<file path="src/design/rtu_params.svh">
`ifndef RTU_PARAMS_SVH
`define RTU_PARAMS_SVH

// opcode patterns (upper bits, without the fast-restore bit or literal)
`define RTU_OP_IRET_HI     15'h0008
`define RTU_OP_SRET_HI     15'h0009
`define RTU_OP_LRET_HI     8'h0c
`define RTU_FAST_BIT       0

// program counter reset value
`define RTU_PC_RESET       21'h000000
`define RTU_PC_WIDTH       21
`define RTU_STACK_DEPTH    31
`define RTU_PHASES         4

`endif

</file>
<file path="src/design/rtu_pkg.sv">
package rtu_pkg;

	typedef enum logic [1:0] {
		RTU_PH_Q1,
		RTU_PH_Q2,
		RTU_PH_Q3,
		RTU_PH_Q4
	} rtu_phase_t;

	typedef enum logic [1:0] {
		RTU_OP_NONE,
		RTU_OP_IRET,
		RTU_OP_LRET,
		RTU_OP_SRET
	} rtu_op_t;

	typedef enum {
		RTU_ST_EXEC,
		RTU_ST_FLUSH
	} rtu_state_t;

endpackage : rtu_pkg

</file>
<file path="src/design/return_instruction_unit.sv">
// Contract
// - the interrupt return opcode is 0000 0000 0001 000s with s as the fast-restore flag.
// - an interrupt return pops the return stack and loads the popped top into the pc.
// - an interrupt return sets the high or low priority global enable and leaves the other enable unchanged.
// - interrupt return with s=1 copies the three shadows into accumulator, flags and bank select.
// - interrupt return is one word, two cycles, pop and enable set in phase four, second cycle idle.
// - no return instruction touches the pc upper or high latch.
// - opcode 0000 1100 kkkk kkkk is a literal return that writes k into the accumulator.
// - literal return pops into the pc in the same phase the accumulator is written, two cycles.
// - opcode 0000 0000 0001 001s is a subroutine return that pops into the pc, flags untouched when s=0.
// - subroutine return with s=1 reloads accumulator, flags and bank select from shadows.
// - each pop from a non-empty stack makes the entry pushed before the discarded top the new top; a pop on an empty stack loads zero.
`timescale 1ns/10ps
`include "rtu_params.svh"

module return_instruction_unit #(
	parameter int PC_WIDTH    = `RTU_PC_WIDTH,
	parameter int STACK_DEPTH = `RTU_STACK_DEPTH
) (
	input  wire logic                  clk_sys,
	input  wire logic                  rst,
	// instruction word presented at the start of each instruction cycle
	input  wire logic [15:0]           instrWord,
	input  wire logic                  instrValid,
	// priority level being returned to: 1 high, 0 low
	input  wire logic                  irqHighLevel,
	// push from the rest of the core
	input  wire logic                  pushReq,
	input  wire logic [PC_WIDTH-1:0]   pushValue,
	// shadow copies
	input  wire logic [7:0]            accumulatorShadow,
	input  wire logic [7:0]            flagShadow,
	input  wire logic [7:0]            bankSelectShadow,
	output logic [PC_WIDTH-1:0]        pcOut,
	output logic [PC_WIDTH-1:0]        stackTop,
	output logic [7:0]                 accumulator,
	output logic [7:0]                 flags,
	output logic [7:0]                 bankSelectLatch,
	output logic                       highPrioGlobalEnable,
	output logic                       lowPrioGlobalEnable,
	output logic                       retBusy,
	output logic                       pcLoad,
	output logic                       flushPrefetch
);

	localparam int PTR_W = $clog2(STACK_DEPTH + 1);

	// --------------------------------------------------------------
	// decode
	// --------------------------------------------------------------

	function automatic rtu_pkg::rtu_op_t decodeOp(input logic [15:0] w);
		rtu_pkg::rtu_op_t op;
		op = rtu_pkg::RTU_OP_NONE;
		if (w[15:1] == `RTU_OP_IRET_HI) begin
			op = rtu_pkg::RTU_OP_IRET;
		end else if (w[15:1] == `RTU_OP_SRET_HI) begin
			op = rtu_pkg::RTU_OP_SRET;
		end else if (w[15:8] == `RTU_OP_LRET_HI) begin
			op = rtu_pkg::RTU_OP_LRET;
		end
		return op;
	endfunction : decodeOp

	rtu_pkg::rtu_phase_t phase;
	logic                cycleEnd;

	rtu_phase_gen u_phase (
		.clk_sys  (clk_sys),
		.rst      (rst),
		.phase    (phase),
		.cycleEnd (cycleEnd)
	);

	rtu_pkg::rtu_state_t state_q;
	rtu_pkg::rtu_op_t    op_q;
	logic                fast_q;
	logic [7:0]          literal_q;

	wire logic atQ1 = (phase == rtu_pkg::RTU_PH_Q1);
	wire logic atQ2 = (phase == rtu_pkg::RTU_PH_Q2);
	wire logic atQ4 = (phase == rtu_pkg::RTU_PH_Q4);

	// --------------------------------------------------------------
	// instruction sequencing
	// --------------------------------------------------------------

	// capture the opcode at q1 of an executing cycle; flush cycle ignores input
	always_ff @(posedge clk_sys) begin
		if (rst) begin
			op_q   <= rtu_pkg::RTU_OP_NONE;
			fast_q <= 1'b0;
		end else if (atQ1) begin
			if (state_q == rtu_pkg::RTU_ST_EXEC && instrValid) begin
				op_q   <= decodeOp(instrWord);
				fast_q <= instrWord[`RTU_FAST_BIT];
			end else begin
				op_q   <= rtu_pkg::RTU_OP_NONE;
				fast_q <= 1'b0;
			end
		end
	end

	// literal is read in q2 of the first cycle
	always_ff @(posedge clk_sys) begin
		if (rst) begin
			literal_q <= 8'h00;
		end else if (atQ2 && op_q == rtu_pkg::RTU_OP_LRET) begin
			literal_q <= instrWord[7:0];
		end
	end

	wire logic retQ4 = atQ4 && state_q == rtu_pkg::RTU_ST_EXEC
		&& op_q != rtu_pkg::RTU_OP_NONE;

	// second cycle of every return is a no-operation slot
	always_ff @(posedge clk_sys) begin
		if (rst) begin
			state_q <= rtu_pkg::RTU_ST_EXEC;
		end else if (cycleEnd) begin
			unique case (state_q)
				rtu_pkg::RTU_ST_EXEC:  if (retQ4) state_q <= rtu_pkg::RTU_ST_FLUSH;
				rtu_pkg::RTU_ST_FLUSH: state_q <= rtu_pkg::RTU_ST_EXEC;
			endcase
		end
	end

	always_ff @(posedge clk_sys) begin
		if (rst) begin
			retBusy       <= 1'b0;
			flushPrefetch <= 1'b0;
		end else begin
			// drops at the last edge of the no-op cycle so busy spans four clocks
			retBusy       <= (state_q == rtu_pkg::RTU_ST_FLUSH && !cycleEnd) || retQ4;
			flushPrefetch <= retQ4;
		end
	end

	// --------------------------------------------------------------
	// return stack
	// --------------------------------------------------------------

	// array holds entries below the top; top sits in its own register
	logic [PC_WIDTH-1:0] stackMem [STACK_DEPTH];
	logic [PTR_W-1:0]    depth_q;
	logic [PC_WIDTH-1:0] top_q;

	wire logic doPop  = retQ4;
	wire logic doPush = pushReq && !doPop;

	always_ff @(posedge clk_sys) begin
		if (rst) begin
			depth_q <= '0;
			top_q   <= '0;
		end else if (doPop) begin
			// entry pushed before the discarded top becomes the new top; an empty stack pops to zero
			if (depth_q != '0) begin
				top_q   <= stackMem[PTR_W'(depth_q - 1'b1)];
				depth_q <= PTR_W'(depth_q - 1'b1);
			end else begin
				top_q <= '0;
			end
		end else if (doPush) begin
			top_q <= pushValue;
			// a push on a full stack overwrites the top; older entries are kept
			if (depth_q != PTR_W'(STACK_DEPTH)) begin
				depth_q <= PTR_W'(depth_q + 1'b1);
			end
		end
	end

	always_ff @(posedge clk_sys) begin
		if (doPush && depth_q != PTR_W'(STACK_DEPTH)) begin
			stackMem[depth_q] <= top_q;
		end
	end

	// --------------------------------------------------------------
	// program counter; latches are outside and never driven here
	// --------------------------------------------------------------

	always_ff @(posedge clk_sys) begin
		if (rst) begin
			pcOut  <= PC_WIDTH'(`RTU_PC_RESET);
			pcLoad <= 1'b0;
		end else begin
			pcLoad <= doPop;
			if (doPop) begin
				pcOut <= top_q;
			end
		end
	end

	always_ff @(posedge clk_sys) begin
		if (rst) begin
			stackTop <= '0;
		end else begin
			stackTop <= top_q;
		end
	end

	// --------------------------------------------------------------
	// register file writes
	// --------------------------------------------------------------

	wire logic fastRestore = retQ4 && fast_q
		&& (op_q == rtu_pkg::RTU_OP_IRET || op_q == rtu_pkg::RTU_OP_SRET);

	always_ff @(posedge clk_sys) begin
		if (rst) begin
			accumulator     <= 8'h00;
			flags           <= 8'h00;
			bankSelectLatch <= 8'h00;
		end else if (fastRestore) begin
			accumulator     <= accumulatorShadow;
			flags           <= flagShadow;
			bankSelectLatch <= bankSelectShadow;
		end else if (retQ4 && op_q == rtu_pkg::RTU_OP_LRET) begin
			accumulator <= literal_q;
		end
	end

	// the global enables change only on interrupt return
	always_ff @(posedge clk_sys) begin
		if (rst) begin
			highPrioGlobalEnable <= 1'b0;
			lowPrioGlobalEnable  <= 1'b0;
		end else if (retQ4 && op_q == rtu_pkg::RTU_OP_IRET) begin
			if (irqHighLevel) begin
				highPrioGlobalEnable <= 1'b1;
			end else begin
				lowPrioGlobalEnable <= 1'b1;
			end
		end
	end

	// --------------------------------------------------------------
	// assertions
	// --------------------------------------------------------------

	property p_iretDecode;
		@(posedge clk_sys) disable iff (rst)
		(atQ1 && state_q == rtu_pkg::RTU_ST_EXEC && instrValid
			&& instrWord[15:1] == 15'h0008) |=> (op_q == rtu_pkg::RTU_OP_IRET);
	endproperty
	a_iretDecode: assert property (p_iretDecode) else $error("iret not decoded");

	property p_popToPc;
		@(posedge clk_sys) disable iff (rst)
		retQ4 |=> (pcOut == $past(top_q) && pcLoad);
	endproperty
	a_popToPc: assert property (p_popToPc) else $error("pc not loaded from top");

	property p_enableSet;
		@(posedge clk_sys) disable iff (rst)
		(retQ4 && op_q == rtu_pkg::RTU_OP_IRET)
			|=> ($past(irqHighLevel) ? highPrioGlobalEnable : lowPrioGlobalEnable);
	endproperty
	a_enableSet: assert property (p_enableSet) else $error("global enable not set");

	property p_fastRestore;
		@(posedge clk_sys) disable iff (rst)
		fastRestore |=> (flags == $past(flagShadow) && bankSelectLatch == $past(bankSelectShadow));
	endproperty
	a_fastRestore: assert property (p_fastRestore) else $error("shadow not restored");

	property p_noRestore;
		@(posedge clk_sys) disable iff (rst)
		(retQ4 && !fast_q) |=> $stable(flags) && $stable(bankSelectLatch);
	endproperty
	a_noRestore: assert property (p_noRestore) else $error("flags changed without s");

	property p_twoCycles;
		@(posedge clk_sys) disable iff (rst)
		retQ4 |=> retBusy [*4] ##1 !retBusy;
	endproperty
	a_twoCycles: assert property (p_twoCycles) else $error("return not two cycles");

	property p_literal;
		@(posedge clk_sys) disable iff (rst)
		(retQ4 && op_q == rtu_pkg::RTU_OP_LRET) |=> (accumulator == $past(literal_q) && pcLoad);
	endproperty
	a_literal: assert property (p_literal) else $error("literal not written with pop");

	property p_popDepth;
		@(posedge clk_sys) disable iff (rst)
		(doPop && depth_q != '0) |=> (depth_q == $past(depth_q) - 1'b1);
	endproperty
	a_popDepth: assert property (p_popDepth) else $error("pop did not drop depth");

	property p_flushIdle;
		@(posedge clk_sys) disable iff (rst)
		(atQ1 && state_q == rtu_pkg::RTU_ST_FLUSH) |=> (op_q == rtu_pkg::RTU_OP_NONE);
	endproperty
	a_flushIdle: assert property (p_flushIdle) else $error("work in no-op slot");

	c_iret: cover property (@(posedge clk_sys) retQ4 && op_q == rtu_pkg::RTU_OP_IRET && fast_q);
	c_lret: cover property (@(posedge clk_sys) retQ4 && op_q == rtu_pkg::RTU_OP_LRET);
	c_sret: cover property (@(posedge clk_sys) retQ4 && op_q == rtu_pkg::RTU_OP_SRET);

endmodule : return_instruction_unit

</file>
<file path="src/design/rtu_phase_gen.sv">
`timescale 1ns/10ps
`include "rtu_params.svh"

// four-phase sequencer: one instruction cycle is four clk_sys edges
module rtu_phase_gen (
	input  wire logic              clk_sys,
	input  wire logic              rst,
	output rtu_pkg::rtu_phase_t    phase,
	output logic                   cycleEnd
);

	rtu_pkg::rtu_phase_t phase_q;

	always_ff @(posedge clk_sys) begin
		if (rst) begin
			phase_q <= rtu_pkg::RTU_PH_Q1;
		end else begin
			unique case (phase_q)
				rtu_pkg::RTU_PH_Q1: phase_q <= rtu_pkg::RTU_PH_Q2;
				rtu_pkg::RTU_PH_Q2: phase_q <= rtu_pkg::RTU_PH_Q3;
				rtu_pkg::RTU_PH_Q3: phase_q <= rtu_pkg::RTU_PH_Q4;
				rtu_pkg::RTU_PH_Q4: phase_q <= rtu_pkg::RTU_PH_Q1;
			endcase
		end
	end

	assign phase    = phase_q;
	assign cycleEnd = (phase_q == rtu_pkg::RTU_PH_Q4);

endmodule : rtu_phase_gen

</file>
<file path="config.mk">
export PLATFORM = sky130hd
export DESIGN_NAME = return_instruction_unit
export DESIGN_NICKNAME = d
export VERILOG_FILES = /design/src/design/rtu_pkg.sv /design/src/design/return_instruction_unit.sv /design/src/design/rtu_phase_gen.sv
export VERILOG_INCLUDE_DIRS = /design/src /design/src/design
export SDC_FILE = /design/constraint.sdc
export NUM_CORES = 1
export LEC_CHECK = 0
export CAP_MARGIN = 30
export CORE_MARGIN = 3
export CORE_UTILIZATION = 55
export DETAILED_ROUTE_END_ITERATION = 12
export DONT_BUFFER_PORTS = 1
export PLACE_DENSITY_LB_ADDON = 0.1
export SLEW_MARGIN = 20
export SYNTH_ARGS = -nofsm -noshare
export SYNTH_HDL_FRONTEND = slang
export SYNTH_SLANG_ARGS = --single-unit
</file>
<file path="constraint.sdc">
create_clock -name clk_sys -period 6.71 [get_ports clk_sys]
set_input_delay 0.671 -clock clk_sys [delete_from_list [all_inputs] [get_ports clk_sys]]
set_output_delay 0.671 -clock clk_sys [all_outputs]
set_load 0.01 [all_outputs]
</file>
==> summary.md, run 1 <==
| Metric | Value |
|---|---|
| Synth Area in Adders | `0.00470` |
| Final clock period utilization by the worst path | `0.598` |
| Area fraction of the dominant cell type after synthesis | `0.668` |
| Cts repair resizes | `0` |
| Sequential fraction of the synthesis area | `0.743` |
| Total wirelength of the detailed-routed design | `72.0 mm` |
| Worst Tran Pin Value | `between 1 and 1.5 ns` |
| Number of sinks on the clock net | `761` |
| Hold buffers post-CTS | `0` |
| Setup repair after global routing missed its margin | `no` |
| Routed length on met1 | `~28 mm` |
| Violation count after the first detailed-routing iteration | `around 1.5k` |
| Kind of capture point of the worst setup path | `register` |
| Routability-driven placement congestion ratio | `0.821` |
| Result of the run | `complete, no violations` |
| Clock Power Share | `0.415` |
| Max-cap viol count | `0` |
| Number of failing hold endpoints at the final stage | `0` |
| Number of vias after detailed routing | `roughly 15k` |
| Maximum number of pins on one net before global-route repair | `123` |
| Xor-xnor portion of the synthesized cell area | `0.00291` |
| Buffers plus inverters on the worst setup path | `2` |
| Post-synth top flop | `edfxtp_1` |
| Commonest non-fill, non-tap cell in the layout | `edfxtp_1` |
| Proportion of synthesized flip-flops having asynchronous set or reset | `0` |
| Post-DP HPWL | `around 40 mm` |
| Max Slew Vio Count | `0` |
| Layout cell share with drive strength beyond 1 | `0.217` |
| Total length of routed met2 wires | `roughly 34 mm` |
| Area of the core | `~52000 sq um` |
| Post-Place Setup Slack | `between 2 and 3 ns` |
| Pre-Repair DR Iteration Count | `5` |
| Overflow after GRT | `0` |
| Number of filler cells placed in the layout | `between 3k and 4k` |
| Nets | `between 1.5k and 2k` |
| Leak Pwr | `roughly 0.011 uW` |
| Setup Total Neg Slack | `0 ns` |
| Clock tree from TritonCTS | `done` |
| Met3 Routed Length | `7.35 mm` |
| Nature of the critical path startpoint | `register` |
| Data required time of the worst path | `between 7 and 8 ns` |
| Worst Skew | `~0.025 ns` |
| Input/output buffers | `0` |
| Cell at the root of the clock tree | `clkbuf_16` |
| Library cells used by synthesis | `between 40 and 50` |
| Startpoint-to-endpoint class of the critical path | `reg -> reg` |
| Power per unit of standard cell area | `323 nW/um^2` |
| Number of standard cells after synthesis | `about 1.6k` |
| Cells traversed along the worst timing path | `inv_1, ha_4, buf_12, mux4_2, mux2i_1, o221ai_1, a32o_1` |
| Top routing layer in use | `met5` |
| CTS H-tree lvls | `3` |
| Kind of cell adding the most delay to the critical path | `adder cells` |
| Width of the chip | `between 200 and 250 um` |
| Endpoints failing setup | `0` |
| Cell-internal power | `roughly 8000 uW` |
| Simple-gate area share of the yosys netlist | `0.0493` |
| Area grow syn2layout | `12.8%` |
| Crit-path slowest cell | `ha_4` |
| Routed length per instance | `30.2 um` |
| Post-CTS setup repair buffer count | `0` |
| Worst hold path class | `in -> reg` |
| Height of the chip | `about 240 um` |
| Initial antenna violation count | `4` |
| Data arrival at the endpoint of the critical path | `~4.5 ns` |
| Proportion of synthesized area in mux cells | `0.141` |
| DRC errors left | `0` |
| Clock insertion delay at the later pin of the skew report | `about 0.62 ns` |
| Net Sw Power | `2420 uW` |
| Area enclosed by the die boundary | `between 50000 and 60000 sq um` |
| Reg power frac | `0.493` |
| Area fraction in compound gates after synthesis | `0.0413` |
| Crit path setup slack, layout | `approximately 2.7 ns` |
| Number of flip-flops and latches in the synthesized netlist | `~760` |
| Combinational family with the most area after synthesis | `multiplexers` |
| Synth area leaders | `edfxtp_1, mux4_2, dfxtp_1` |
| Library cell occupying the most area in the post-synthesis netlist | `edfxtp_1` |
| Post-Syn Area per Cell | `18.2 sq um` |
| Top-level port count | `around 140` |
| Switching Share | `0.227` |
| Count of nets left with antenna violations after detail routing | `0` |
| Maximum VDD drop | `between 300 and 400 uV` |
| Aggregate global-route resource usage | `0.258` |
| Final critical-path required period | `4.02 ns` |
| Highest fanout seen on the critical path | `a little under 80` |
| Crit path largest cell delay | `around 0.87 ns` |
| EDFF count, synth | `approximately 650` |
| Warnings from Yosys | `0` |
| Row Count | `83` |
| Clk pin slew, worst setup/hold paths | `~0.060 ns` |
| Num CTS Buffers | `78` |
| Worst-case headroom to the max-slew limit | `0.320` |
| Highest achievable clock rate | `~250 MHz` |
| Post-Synthesis Net Count | `around 1.7k` |
| Maximum clock path buffer count | `3` |
| Starting Density | `0.563` |
| Vias per cell | `about 6.4` |
| Area of the mapped netlist | `slightly below 30000 sq um` |
| First-pass GRT wire length | `around 100 mm` |
| Via count of the first global-routing pass | `15.0k` |
| Most used cells in the layout excluding fill and tap cells | `edfxtp_1, mux4_2, nand2_1` |
| Part of the total power dissipated in combinational logic | `0.091` |
## cell families after synthesis
kind of cell | after synthesis
DFF | 761
buffers and inverters | 102
and+or+nand+nor | 330
adders and majority gates | 11
xor gates and xnor gates | 8
muxes | 229
AOI/OAI and AO/OA | 166
## final timing paths
path                       from        end  slack [ns]  cells past startpoint
setup / recovery     depth_q[0]  top_q[15]        2.69                      7
hold / removal    flagShadow[6]   flags[6]        0.18                      2
setup reg to reg     depth_q[0]  top_q[15]        2.69                      7
hold reg to reg          fast_q     fast_q        0.49                      2
## flip-flops by register name, indices dropped and copies added, names as in the netlist
signal                cells
depth_q                   5
literal_q                 8
stackTop                 21
highPrioGlobalEnable      1
state_q                   1
u_phase.phase             2
retBusy                   1
pcLoad                    1
op_q                      2
bankSelectLatch           8
pcOut                    21
stackMem                651
flags                     8
top_q                    21
lowPrioGlobalEnable       1
fast_q                    1
accumulator               8
## Yosys cell counts, drive strengths merged, types with 11 or more instances
cell    instances
o221ai         20
nand2         125
a211o          22
edfxtp        651
mux4          147
buf            48
a32o           20
mux2i          82
nor2b          25
dfxtp         110
nand3          29
ha             11
a21oi          44
nor2          121
clkbuf         49
o21ai          21
a211oi         30
## power by group through the flow
| stage | sequential (uW) | clock (uW) | combinational [uW] |
|---|---|---|---|
| finish | 5260 | 4420 | 975 |
| global route | 5260 | 4680 | 1030 |
| global placement | 5370 | 0 | 953 |
| floorplan | 5360 | 0 | 626 |
| CTS | 5260 | 4490 | 973 |
| detailed placement | 5360 | 0 | 970 |
## routing by layer
layer,global-route usage,vias up
li1,-,6463
met1,0.353,7963
met2,0.395,644
met3,0.0896,122
met4,0.0801,8
met5,0,-
## metrics by stage
step / hold WS, ns / instances / cell area, sq um / util / power (uW)
floorplan: 0.454 / 1607 / 29300 / - / 5980
global placement: 0.467 / 2234 / 30200 / 0.581 / 6320
detailed placement: 0.481 / 2238 / 30300 / 0.582 / 6330
CTS: 0.144 / 2383 / 32900 / 0.633 / 10700
global route: 0.156 / 2388 / 33000 / 0.634 / 11000
finish: 0.185 / 2389 / 33000 / 0.634 / 10700
## layout make-up
type | instances | area [sq um] | area share
tap | 680 | 851 | 0.0258
antenna | 1 | 2.50 | 0.0000758
inverter | 5 | 18.8 | 0.000569
clock inverter | 34 | 418 | 0.0127
timing repair buffer | 53 | 524 | 0.0159
multi-input combinational | 744 | 7210 | 0.219
sequential | 761 | 21800 | 0.659
clock buffer | 111 | 2220 | 0.0674
## worst register-to-register path, stage by stage (launching register included)
cell	delay, ns
dfxtp_4	0.67
inv_1	0.24
ha_4	0.87
buf_12	0.47
mux4_2	0.52
mux2i_1	0.41
o221ai_1	0.40
a32o_1	0.34
Power figures use the tool's default switching activity.
==> run 2, diff against run 1 <==
==> constraint.sdc (replaced) <==
create_clock -name clk_sys -period 4.2 [get_ports clk_sys]
set_input_delay 0.42 -clock clk_sys [delete_from_list [all_inputs] [get_ports clk_sys]]
set_output_delay 0.42 -clock clk_sys [all_outputs]
set_load 0.01 [all_outputs]
==> summary.md, run 2 (synthesis gave the netlist of run 1 again) <==
| Metric | Value |
|---|---|
| Crit path setup slack, layout | `0.431 ns` |
| Top-level port count | `between 100 and 150` |
| Data arrival at the endpoint of the critical path | `4.31 ns` |
| DRC errors left | `0` |
| Leak Pwr | `0.0109 uW` |
| Crit-path slowest cell | `nand3_1` |
| Final hold slack | `a little over 0.06 ns` |
| Total wirelength of the detailed-routed design | `between 70 and 80 mm` |
| Max Slew Vio Count | `0` |
| Power per unit of standard cell area | `between 500 and 600 nW/um^2` |
| Max-cap viol count | `0` |
| Number of vias after detailed routing | `roughly 15k` |
| Num CTS Buffers | `77` |
| Final critical-path required period | `between 3 and 4 ns` |
| Aggregate global-route resource usage | `0.253` |
| Via count of the first global-routing pass | `between 15k and 20k` |
| Number of filler cells placed in the layout | `around 3.6k` |
| Net Sw Power | `~3700 uW` |
| Final clock period utilization by the worst path | `0.897` |
| Clk pin slew, worst setup/hold paths | `about 0.060 ns` |
| Most flop-heavy register | `stackMem` |
| Commonest non-fill, non-tap cell in the layout | `edfxtp_1` |
| Highest fanout seen on the critical path | `15` |
| Number of failing hold endpoints at the final stage | `0` |
| Cell-internal power | `roughly 13000 uW` |
| Initial antenna violation count | `5` |
| Post-DP HPWL | `39.9 mm` |
| Kind of capture point of the worst setup path | `register` |
| Setup Total Neg Slack | `0 ns` |
| Highest achievable clock rate | `roughly 270 MHz` |
| Worst Skew | `0.0127 ns` |
| Crit path largest cell delay | `between 0.7 and 0.8 ns` |
| Maximum VDD drop | `a little under 400 uV` |
| Post-Place Setup Slack | `around 0.6 ns` |
| Total design power | `~17000 uW` |
| Input/output buffers | `0` |
| Worst-case headroom to the max-slew limit | `0.395` |
| Area enclosed by the die boundary | `between 50000 and 60000 sq um` |
| Pre-Repair DR Iteration Count | `6` |
| Worst Tran Pin Value | `between 0.9 and 1 ns` |
| Cells traversed along the worst timing path | `inv_1, ha_1, nor3b_1, xnor2_1, nand3_1, buf_4, o221ai_1, a32o_1` |
| Nature of the critical path startpoint | `register` |
| Worst hold path class | `in -> reg` |
| CTS H-tree lvls | `3` |
| Clock tree from TritonCTS | `done` |
| Setup repair after global routing missed its margin | `no` |
| Result of the run | `complete, no violations` |
| Nets | `between 1.5k and 2k` |
| Startpoint-to-endpoint class of the critical path | `reg -> reg` |
| Part of the total power dissipated in combinational logic | `0.091` |
| Layout cell share with drive strength beyond 1 | `0.215` |
| Kind of cell adding the most delay to the critical path | `simple AND/OR/NAND/NOR gates` |
| Area of the core | `roughly 52000 sq um` |
| Area grow syn2layout | `13.6%` |
| Clock insertion delay at the later pin of the skew report | `around 0.60 ns` |
| Storage cell area | `roughly 22000 sq um` |
| Violation count after the first detailed-routing iteration | `1572` |
| Vias per cell | `about 6.2` |
| Cts repair resizes | `0` |
| Routed length per instance | `28.8 um` |
| Count of nets left with antenna violations after detail routing | `0` |
| Max reg flops | `approximately 650` |
| Height of the chip | `237 um` |
| Buffers plus inverters on the worst setup path | `2` |
| Width of the chip | `approximately 240 um` |
| Maximum number of pins on one net before global-route repair | `100` |
| Maximum clock path buffer count | `3` |
| Cell at the root of the clock tree | `clkbuf_16` |
| Routability-driven placement congestion ratio | `around 0.86` |
| Row Count | `83` |
| Overflow after GRT | `0` |
| Hold buffers post-CTS | `35` |
| Switching Share | `0.224` |
| End-of-flow core utilization | `0.639` |
| Data required time of the worst path | `4.74 ns` |
| Clock Power Share | `0.404` |
| Endpoints failing setup | `0` |
| Post-CTS setup repair buffer count | `0` |
| Reg power frac | `0.504` |
| Number of sinks on the clock net | `about 760` |
| Most used cells in the layout excluding fill and tap cells | `edfxtp_1, mux4_2, nand2_1` |
| First-pass GRT wire length | `103 mm` |
| Starting Density | `0.563` |
| Footprint of the multi-input gates | `7160 sq um` |
-- run 2: metal layers --
metal  wire, um  global-route usage  up-vias
li1           -                   -     6564
met1      27000               0.332     7823
met2      34700               0.412      608
met3       5930              0.0673      136
met4       2610              0.0900        2
met5         11                   0        -
-- run 2: layout make-up --
class                   count  share of cell area
flip-flops and latches    761               0.655
multi-input cells         744               0.215
clock buffers             108              0.0652
repair buffers            100              0.0284
well taps                 680              0.0256
clock inverters            33             0.00990
inverters                   5            0.000565
diodes                      6            0.000452
-- run 2: worst reg2reg max path, stage by stage, from the launching register on --
cell and delay (ns):
dfxtp_1 0.45, inv_1 0.16, ha_1 0.35, nor3b_1 0.21
xnor2_1 0.48, nand3_1 0.76, buf_4 0.44, o221ai_1 0.65
a32o_1 0.22
-- run 2: path summary, 6_finish.rpt --
path	slack [ns]	depth (start not counted)	endpoint	from
max	0.43	8	top_q[14]	depth_q[1]
min	0.06	2	top_q[15]	rst
max reg2reg	0.43	8	top_q[14]	depth_q[1]
min reg2reg	0.49	2	fast_q	fast_q
-- run 2: power groups by stage --
| stage | logic (uW) | registers [uW] | clock network [uW] |
|---|---|---|---|
| floorplan | 999 | 8560 | 0 |
| CTS | 1550 | 8420 | 6870 |
| global placement | 1480 | 8580 | 0 |
| finish | 1530 | 8420 | 6750 |
| global route | 1630 | 8430 | 7200 |
| detailed placement | 1500 | 8580 | 0 |
-- run 2: through the flow --
step | cell area, sq um | std cells
after floorplan | 29300 | 1607
after global placement | 30300 | 2251
after detailed placement | 30400 | 2254
after CTS | 33200 | 2430
after global routing | 33200 | 2431
final | 33200 | 2437
